File: config.mk
export PLATFORM = sky130hd
export DESIGN_NAME = tmr2_ctrl
export DESIGN_NICKNAME = d
export VERILOG_FILES = /design/src/tmr2_pkg.sv /design/src/tmr2_ctrl.sv
export SDC_FILE = /design/constraint.sdc
export NUM_CORES = 1
export LEC_CHECK = 0
export BUFFER_PORTS_ARGS = -buffer_cell sky130_fd_sc_hd__buf_2
export CELL_PAD_IN_SITES_DETAIL_PLACEMENT = 0
export CELL_PAD_IN_SITES_GLOBAL_PLACEMENT = 1
export CORE_UTILIZATION = 40
export CTS_CLUSTER_SIZE = 24
export DETAILED_ROUTE_END_ITERATION = 8
export GPL_TIMING_DRIVEN = 0
export MAX_ROUTING_LAYER = met4
export PLACE_DENSITY = 0.79
export RECOVER_POWER = 50
export SETUP_SLACK_MARGIN = 0.2
export SLEW_MARGIN = 15
export SYNTH_ARGS = -nofsm -noshare
export SYNTH_HDL_FRONTEND = slang
export SYNTH_SLANG_ARGS = --single-unit
export TNS_END_PERCENT = 20
File: constraint.sdc
create_clock -name pclk -period 3 [get_ports pclk]
set_input_delay 0.15 -clock pclk [delete_from_list [all_inputs] [get_ports pclk]]
set_output_delay 0.15 -clock pclk [all_outputs]
set_load 0.02 [all_outputs]
File: src/tmr2_pkg.sv
`default_nettype none
package tmr2_pkg;
  // word indices on the APB slave, byte address is four times idx; sfr offsets kept as indices
  localparam logic [7:0] TMR2_IDX_CONTROL = 8'hC8;
  localparam logic [7:0] TMR2_IDX_MODE = 8'hC9;
  localparam logic [7:0] TMR2_IDX_CAP_LOW = 8'hCA;
  localparam logic [7:0] TMR2_IDX_CAP_HIGH = 8'hCB;
  localparam logic [7:0] TMR2_IDX_CNT_LOW = 8'hCC;
  localparam logic [7:0] TMR2_IDX_CNT_HIGH = 8'hCD;
  localparam logic [7:0] TMR2_IDX_IRQ_STATUS = 8'hCE;
  localparam logic [7:0] TMR2_IDX_IRQ_MASK = 8'hCF;
  // control register field positions
  localparam int TMR2_BIT_OVF = 7;
  localparam int TMR2_BIT_EXT = 6;
  localparam int TMR2_BIT_RXSEL = 5;
  localparam int TMR2_BIT_TXSEL = 4;
  localparam int TMR2_BIT_TRIGEN = 3;
  localparam int TMR2_BIT_RUN = 2;
  localparam int TMR2_BIT_SRC = 1;
  localparam int TMR2_BIT_CAPSEL = 0;
  // mode register field
  localparam int TMR2_BIT_UPDOWN = 0;
  // irq status field positions
  localparam int TMR2_IRQ_OVF = 0;
  localparam int TMR2_IRQ_EXT = 1;
  localparam int TMR2_IRQ_CAPTURE = 2;
  // reset values
  localparam logic [7:0] TMR2_RST_CONTROL = 8'h00;
  localparam logic [7:0] TMR2_RST_MODE = 8'h00;
  localparam logic [7:0] TMR2_RST_BYTE = 8'h00;
  localparam logic [2:0] TMR2_RST_IRQ = 3'h0;
  // timer mode counts one per machine cycle of 12 clocks
  localparam logic [3:0] TMR2_PRESCALE_LAST = 4'hB;
  localparam logic [15:0] TMR2_CNT_MAX = 16'hFFFF;
endpackage : tmr2_pkg
`default_nettype wire

File: src/tmr2_ctrl.sv
// Implementation choice: the APB slave port.
`default_nettype none
// What this block does
// RQ1: overflow sets control bit 7, not while either baud select is set
// RQ2: trigger falling edge with trigger enable sets control bit 6, not while either baud select is set
// RQ3: bit 6 raises the interrupt unless up/down mode is on
// RQ4: receive baud select bit 5 routes timer 2 or timer 1 overflow
// RQ5: transmit baud select bit 4 routes timer 2 or timer 1 overflow
// RQ6: trigger enable bit 3 gates trigger edges unless baud clocking
// RQ7: run control bit 2 starts and stops counting
// RQ8: source select bit 1 picks timer or falling edges of count pin
// RQ9: capture select bit 0 with trigger enable captures on trigger edges
// RQ10: reload mode reloads on overflow and on enabled trigger edges
// RQ11: baud clocking forces auto-reload, capture select ignored
// RQ12: capture pair holds captured value or reload value
// RQ13: control register at 0C8H, bit addressable, resets to zero
// RQ14: count pin is external count input, trigger pin triggers captures
// RQ15: capture copies counter to pair, reload copies pair to counter
module tmr2_ctrl
  import tmr2_pkg::*;
(
  input wire logic pclk,
  input wire logic presetn,
  input wire logic psel,
  input wire logic penable,
  input wire logic pwrite,
  input wire logic [31:0] paddr,
  input wire logic [31:0] pwdata,
  output logic [31:0] prdata,
  output logic pready,
  output logic pslverr,
  input wire logic count_input_pin,
  input wire logic trigger_pin,
  input wire logic timer1_overflow,
  input wire logic [1:0] serial_mode,
  output logic rx_baud_tick,
  output logic tx_baud_tick,
  output logic timer2_irq,
  output logic irq
);

  // ----------------------------------------
  // register state
  // ----------------------------------------
  logic [7:0] control_register;
  logic [7:0] mode_register;
  logic [7:0] capture_reg_low;
  logic [7:0] capture_reg_high;
  logic [7:0] counter_low;
  logic [7:0] counter_high;
  logic [2:0] irq_status;
  logic [2:0] irq_mask;
  logic [3:0] prescale;
  logic count_pin_q;
  logic trigger_pin_q;

  function automatic logic is_reg(input logic [31:0] a,
                                  input logic [7:0] idx);
    is_reg = (a == {22'h0, idx, 2'h0});
  endfunction : is_reg

  logic wr_access;
  logic rd_setup;
  logic mapped;
  assign wr_access = psel && penable && pwrite;
  assign rd_setup = psel && !penable && !pwrite;
  assign mapped = paddr[31:10] == 22'h0 && paddr[1:0] == 2'h0 &&
    paddr[9:2] >= TMR2_IDX_CONTROL && paddr[9:2] <= TMR2_IDX_IRQ_MASK;

  // ----------------------------------------
  // counting and events
  // ----------------------------------------
  logic baud_mode;
  logic run;
  logic prescale_tick;
  logic count_edge;
  logic count_step;
  logic [15:0] counter;
  logic [15:0] capture_pair;
  logic overflow;
  logic trig_edge;
  logic capture_ev;
  logic reload_ev;
  logic wr_cnt;

  assign baud_mode = control_register[TMR2_BIT_RXSEL] |
                     control_register[TMR2_BIT_TXSEL];
  assign run = control_register[TMR2_BIT_RUN]; // RQ7
  assign prescale_tick = prescale == TMR2_PRESCALE_LAST;
  assign count_edge = count_pin_q && !count_input_pin; // RQ14
  assign count_step = run && (control_register[TMR2_BIT_SRC] ?
                      count_edge : prescale_tick); // RQ8
  assign counter = {counter_high, counter_low};
  assign capture_pair = {capture_reg_high, capture_reg_low}; // RQ12
  assign overflow = count_step && counter == TMR2_CNT_MAX;
  assign trig_edge = trigger_pin_q && !trigger_pin &&
                     control_register[TMR2_BIT_TRIGEN] &&
                     !baud_mode; // RQ6 RQ14
  assign capture_ev = trig_edge &&
                      control_register[TMR2_BIT_CAPSEL]; // RQ9 RQ11
  assign reload_ev = (overflow && (baud_mode ||
                      !control_register[TMR2_BIT_CAPSEL])) ||
                     (trig_edge &&
                      !control_register[TMR2_BIT_CAPSEL]); // RQ10 RQ11
  assign wr_cnt = wr_access && (is_reg(paddr, TMR2_IDX_CNT_LOW) ||
                                is_reg(paddr, TMR2_IDX_CNT_HIGH));

  always_ff @(posedge pclk or negedge presetn) begin
    if (!presetn) begin
      prescale <= 4'h0;
    end else if (prescale_tick) begin
      prescale <= 4'h0;
    end else begin
      prescale <= prescale + 4'h1;
    end
  end

  always_ff @(posedge pclk or negedge presetn) begin
    if (!presetn) begin
      count_pin_q <= 1'b1;
      trigger_pin_q <= 1'b1;
    end else begin
      count_pin_q <= count_input_pin;
      trigger_pin_q <= trigger_pin;
    end
  end

  // software write to a counter byte beats a same-cycle count step
  always_ff @(posedge pclk or negedge presetn) begin
    if (!presetn) begin
      counter_low <= TMR2_RST_BYTE;
      counter_high <= TMR2_RST_BYTE;
    end else if (wr_cnt) begin
      if (is_reg(paddr, TMR2_IDX_CNT_LOW)) begin
        counter_low <= pwdata[7:0];
      end else begin
        counter_high <= pwdata[7:0];
      end
    end else if (reload_ev) begin
      {counter_high, counter_low} <= capture_pair; // RQ15
    end else if (count_step) begin
      {counter_high, counter_low} <= counter + 16'h0001;
    end
  end

  // capture wins over a software write to the pair in the same cycle
  always_ff @(posedge pclk or negedge presetn) begin
    if (!presetn) begin
      capture_reg_low <= TMR2_RST_BYTE;
      capture_reg_high <= TMR2_RST_BYTE;
    end else if (capture_ev) begin
      {capture_reg_high, capture_reg_low} <= counter; // RQ15
    end else if (wr_access && is_reg(paddr, TMR2_IDX_CAP_LOW)) begin
      capture_reg_low <= pwdata[7:0];
    end else if (wr_access && is_reg(paddr, TMR2_IDX_CAP_HIGH)) begin
      capture_reg_high <= pwdata[7:0];
    end
  end

  // ----------------------------------------
  // control and mode registers
  // ----------------------------------------
  logic set_ovf;
  logic set_ext;
  assign set_ovf = overflow && !baud_mode; // RQ1
  assign set_ext = trig_edge; // RQ2

  // flags: hardware set wins over a software clear in the same cycle
  always_ff @(posedge pclk or negedge presetn) begin
    if (!presetn) begin
      control_register <= TMR2_RST_CONTROL; // RQ13
    end else begin
      if (wr_access && is_reg(paddr, TMR2_IDX_CONTROL)) begin
        control_register <= pwdata[7:0];
      end
      if (set_ovf) begin
        control_register[TMR2_BIT_OVF] <= 1'b1; // RQ1
      end
      if (set_ext) begin
        control_register[TMR2_BIT_EXT] <= 1'b1; // RQ2
      end
    end
  end

  always_ff @(posedge pclk or negedge presetn) begin
    if (!presetn) begin
      mode_register <= TMR2_RST_MODE;
    end else if (wr_access && is_reg(paddr, TMR2_IDX_MODE)) begin
      mode_register <= {7'h00, pwdata[TMR2_BIT_UPDOWN]};
    end
  end

  // ----------------------------------------
  // baud routing and interrupts
  // ----------------------------------------
  logic uart_variable;
  assign uart_variable = serial_mode[0]; // modes 1 and 3

  always_ff @(posedge pclk or negedge presetn) begin
    if (!presetn) begin
      rx_baud_tick <= 1'b0;
      tx_baud_tick <= 1'b0;
    end else begin
      rx_baud_tick <= uart_variable &&
        (control_register[TMR2_BIT_RXSEL] ? overflow :
         timer1_overflow); // RQ4
      tx_baud_tick <= uart_variable &&
        (control_register[TMR2_BIT_TXSEL] ? overflow :
         timer1_overflow); // RQ5
    end
  end

  // cpu-side request; the enable bit lives in the cpu's own enable reg
  always_ff @(posedge pclk or negedge presetn) begin
    if (!presetn) begin
      timer2_irq <= 1'b0;
    end else begin
      timer2_irq <= control_register[TMR2_BIT_OVF] ||
        (control_register[TMR2_BIT_EXT] &&
         !mode_register[TMR2_BIT_UPDOWN]); // RQ3
    end
  end

  logic [2:0] irq_events;
  assign irq_events = {capture_ev, set_ext, set_ovf};

  always_ff @(posedge pclk or negedge presetn) begin
    if (!presetn) begin
      irq_status <= TMR2_RST_IRQ;
    end else if (wr_access && is_reg(paddr, TMR2_IDX_IRQ_STATUS)) begin
      irq_status <= (irq_status & ~pwdata[2:0]) | irq_events;
    end else begin
      irq_status <= irq_status | irq_events;
    end
  end

  always_ff @(posedge pclk or negedge presetn) begin
    if (!presetn) begin
      irq_mask <= TMR2_RST_IRQ;
    end else if (wr_access && is_reg(paddr, TMR2_IDX_IRQ_MASK)) begin
      irq_mask <= pwdata[2:0];
    end
  end

  always_ff @(posedge pclk or negedge presetn) begin
    if (!presetn) begin
      irq <= 1'b0;
    end else begin
      irq <= |(irq_status & irq_mask);
    end
  end

  // ----------------------------------------
  // apb read path: data latched in setup, answer with no wait
  // ----------------------------------------
  logic [7:0] rd_byte;
  always_comb begin
    rd_byte = 8'h00;
    case (paddr[9:2])
      TMR2_IDX_CONTROL: rd_byte = control_register;
      TMR2_IDX_MODE: rd_byte = mode_register;
      TMR2_IDX_CAP_LOW: rd_byte = capture_reg_low;
      TMR2_IDX_CAP_HIGH: rd_byte = capture_reg_high;
      TMR2_IDX_CNT_LOW: rd_byte = counter_low;
      TMR2_IDX_CNT_HIGH: rd_byte = counter_high;
      TMR2_IDX_IRQ_STATUS: rd_byte = {5'h00, irq_status};
      TMR2_IDX_IRQ_MASK: rd_byte = {5'h00, irq_mask};
      default: rd_byte = 8'h00;
    endcase
  end

  always_ff @(posedge pclk or negedge presetn) begin
    if (!presetn) begin
      prdata <= 32'h0000_0000;
      pready <= 1'b0;
      pslverr <= 1'b0;
    end else begin
      pready <= psel && !penable;
      pslverr <= psel && !penable && !mapped;
      if (rd_setup) begin
        prdata <= mapped ? {24'h000000, rd_byte} : 32'h0000_0000;
      end
    end
  end
endmodule : tmr2_ctrl
`default_nettype wire

==> impl_metrics.toml <==
[timing]
setup-violations-final = 0
worst_hold_slack_ns = 0.0173
finalCritPeriodShare = 0.901
final_period_minus_worst_setup_slack_ns = 2.70
rsz_0062_raised_after_global_routing = "true"
worst_tran_pin_value_ns = 1.64
drv_slew = 28
hold_violations = 0
max_clock_freq_mhz = 370
max-slew-margin-rel = -0.0902
finalClockSkew_ns = 0.00773

[worst_hold_path]
worst_hold_path.num_cells = 2
worst_hold_path.endpoint = "tx_baud_tick"
min_delay_startpoint = "serial_mode[0]"
hp-class = "in2reg"

[critical_path]
cpPeakStageDelay_ns = 0.49
cp-end-kind = "flip-flop"
critPathArrivalTime_ns = 2.94
reg2reg_slack_ns = 0.30
cp_cell_sequence = "ha_1 -> nand3_1 -> nor2_1 -> and4_1 -> clkbuf_1 -> o21ai_2 -> mux2_2 -> a221o_1"
cpMaxStageDelayCell = "dfrtp_1"
critPathBufInv = 1
crit-reg2reg-launch = "counter_low[0]"
crit-reg2reg-capture = "counter_low[4]"
criticalPathCategory = "reg2reg"
cp_data_required_time_ns = 3.24
critPathLaunchType = "flip-flop"
critical_path.top_delay_family = "simple AND/OR/NAND/NOR gates"
critical_path_peak_fanout = 9
worst-r2r-cell-count = 8

[clocking]
max-clock-path-buffers = 2
clock_tree.htree_level_count = 3
path_clk_slew_ns = 0.07
clock_sink_count = 67
cts_tree = "yes"
clockRootBuffer = "clkbuf_8"
cts_buffers = 9
worstSkewPairLatency_ns = 0.36

[die]
fp.dieH_um = 103
die_width_um = 103
design.die.area_um2 = 10600
io_pins = 112
initial_core_util = 0.416
rows = 36
core_um2 = 9820

[job]
cap_viol_max_count = 1

[power_and_ir_drop]
total_power_mw = 1.80
total_leakage_power_nw = 2.37
peakVddDrop_mv = 0.185
p_int_mw = 1.34
power_frac_seq = 0.504
swShare = 0.256
p_switching_mw = 0.462
clock_power_share = 0.397
share_comb_of_total_power = 0.099
powerDensity_nw_per_um2 = 367

[synthesis]
post_synth_mux_area_share = 0.134
synth_fa_ha_area_frac = 0.00612
async_flop_share = 1.00
synth_cells = 432
synth-warning-count = 0
synth_top_family_by_area = "simple AND/OR/NAND/NOR gates"
mappedNetlistArea_um2 = 4090
register_bit_total_from_synthesis = 67
seq_area_frac_synth = 0.411
synth_enable_flop_cells = 0
synth_compound_gate_area_share = 0.155
yosysUniqueCellTypes = 56
synth_simple_gate_area_share = 0.188
mean_instance_size_in_the_synthesized_netlist_um2 = 9.46
synth_ff_type = "dfrtp_1"
synth_xor_xnor_area_share = 0.0300

[route]
drc_errors = 0
vias = 3703
post_drt_via_cell_ratio = 5.52
violation_count_after_the_first_detailed_routing_iteration = 283
totalWireLength_mm = 11.6
post_drt_wl_per_cell_um = 17.3
ant_nets = 0
detailedRoute.firstPassIterationCount = 5

[grt]
groute.usage.overall = 0.236
grt_pass1_wl_mm = 17.8
grt_start_max_net_pins = 41
antenna_violations_before_repair = 0
grt_pass1_vias = 3246
grt-ovfl-total = 0

[placement]
gp_congestion = 0.887
io_buffers = 60
detailed_place_hpwl_mm = 8.59

[layout]
layout-drive-gt1-share = 0.251
n_antenna_cell = 0
synthToLayoutAreaGrowth_pct = 20.4
finish.net_count = 609

[status]
outcome = "finished with violations"
violations = "max-capacitance violations, max-slew violations"
[kinds of logic (layout without fill, tap and decap cells)]
| logic type | Yosys count | count (layout) |
|---|---|---|
| simple gates | 148 | 148 |
| fa+ha+maj | 2 | 2 |
| buf+inv | 55 | 138 |
| xor+xnor | 14 | 14 |
| mux | 49 | 49 |
| other cells | 1 | 24 |
| flops | 67 | 67 |
| compound gates | 96 | 96 |
[routing by layer]
metal	routed length [µm]	track usage	up-vias
li1	-	-	1731
met1	5220	0.307	1823
met2	5470	0.367	138
met3	757	0.0508	11
met4	196	0.0748	0
met5	0	-	-
[placed cells by master, fill, tap and decap left out, types with 15 or more instances in the layout]
cell type,instances
dfrtp_1,65
buf_2,58
nand2_1,51
o21ai_0,33
nor2_1,31
mux2i_1,29
clkbuf_1,28
buf_4,26
conb_1,24
mux2_2,15
[area by class of cell]
type / instances / area [µm²]
Fill cell: 981 / 4900
Inverter: 5 / 18.8
Timing Repair Buffer: 67 / 370
Buffer: 50 / 289
Tap cell: 133 / 166
Multi-Input combinational cell: 333 / 2210
Clock inverter: 2 / 10.0
Sequential cell: 67 / 1680
Clock buffer: 14 / 173
[flip-flops by register name, indices dropped and copies added (netlist names)]
signal            cells
capture_reg_high      8
trigger_pin_q         1
prescale              4
mode_register         1
capture_reg_low       8
pready                1
irq_mask              3
counter_high          8
control_register      8
count_pin_q           1
timer2_irq            1
counter_low           8
pslverr               1
rx_baud_tick          1
prdata                8
tx_baud_tick          1
irq_status            3
irq                   1
[synthesized netlist by cell type, types with 8 or more instances]
cell      instances  area, µm²
a211oi_1         11       82.6
xnor2_1           9       78.8
nand3_1          10       50.1
clkbuf_1         23       86.3
nand2_1          51        191
buf_4            24        180
o21ai_0          33        165
mux2i_1          31        310
a31oi_1           8       50.1
nor2_1           32        120
nor2b_1           8       50.1
dfrtp_1          65       1630
mux2_2           15        169
[power groups by stage]
| stage | clock, mW | sequential (mW) | combinational (mW) |
|---|---|---|---|
| after global placement | 0 | 0.926 | 0.170 |
| after CTS | 0.727 | 0.909 | 0.180 |
| after floorplan | 0 | 0.930 | 0.0900 |
| after detailed placement | 0 | 0.926 | 0.175 |
| final | 0.716 | 0.909 | 0.179 |
| after global routing | 0.762 | 0.909 | 0.196 |
[through the flow]
step | setup slack, ns | util | TNS (ns) | area (µm²) | std cells
floorplan | 0.620 | - | 0 | 4170 | 455
global placement | -0.104 | 0.473 | -0.757 | 4640 | 648
detailed placement | -0.108 | 0.475 | -0.760 | 4660 | 649
CTS | 0.280 | 0.499 | 0 | 4900 | 669
global route | 0.192 | 0.501 | 0 | 4920 | 671
finish | 0.298 | 0.501 | 0 | 4920 | 671
[repair_timing]
item / in CTS / in global routing
gates cloned: 0 / 0
resized for setup: 2 / 6
pin swaps: 0 / 1
hold buffers: 4 / 0
buffers inserted: 0 / 2
setup endpoints to repair: 11 / 15
endpoints found under the hold margin: 29 / 0
[worst reg2reg max path, stage by stage (launching register included)]
cell	delay [ns]
dfrtp_1	0.49
ha_1	0.25
nand3_1	0.13
nor2_1	0.36
and4_1	0.24
clkbuf_1	0.27
o21ai_2	0.23
mux2_2	0.32
a221o_1	0.30
[how the worst max path moves through the flow]
stage	slack, ns	depth (start not counted)	from	to
final	0.30	8	counter_low[0]	counter_low[4]
after CTS	0.28	9	counter_low[0]	counter_high[0]
after floorplan	0.62	8	counter_low[0]	counter_low[2]
after global placement	-0.10	8	paddr[3]	counter_high[3]
after detailed placement	-0.11	8	paddr[3]	counter_high[2]
after global routing	0.19	8	counter_low[0]	counter_low[4]
Power figures use the tool's default switching activity.
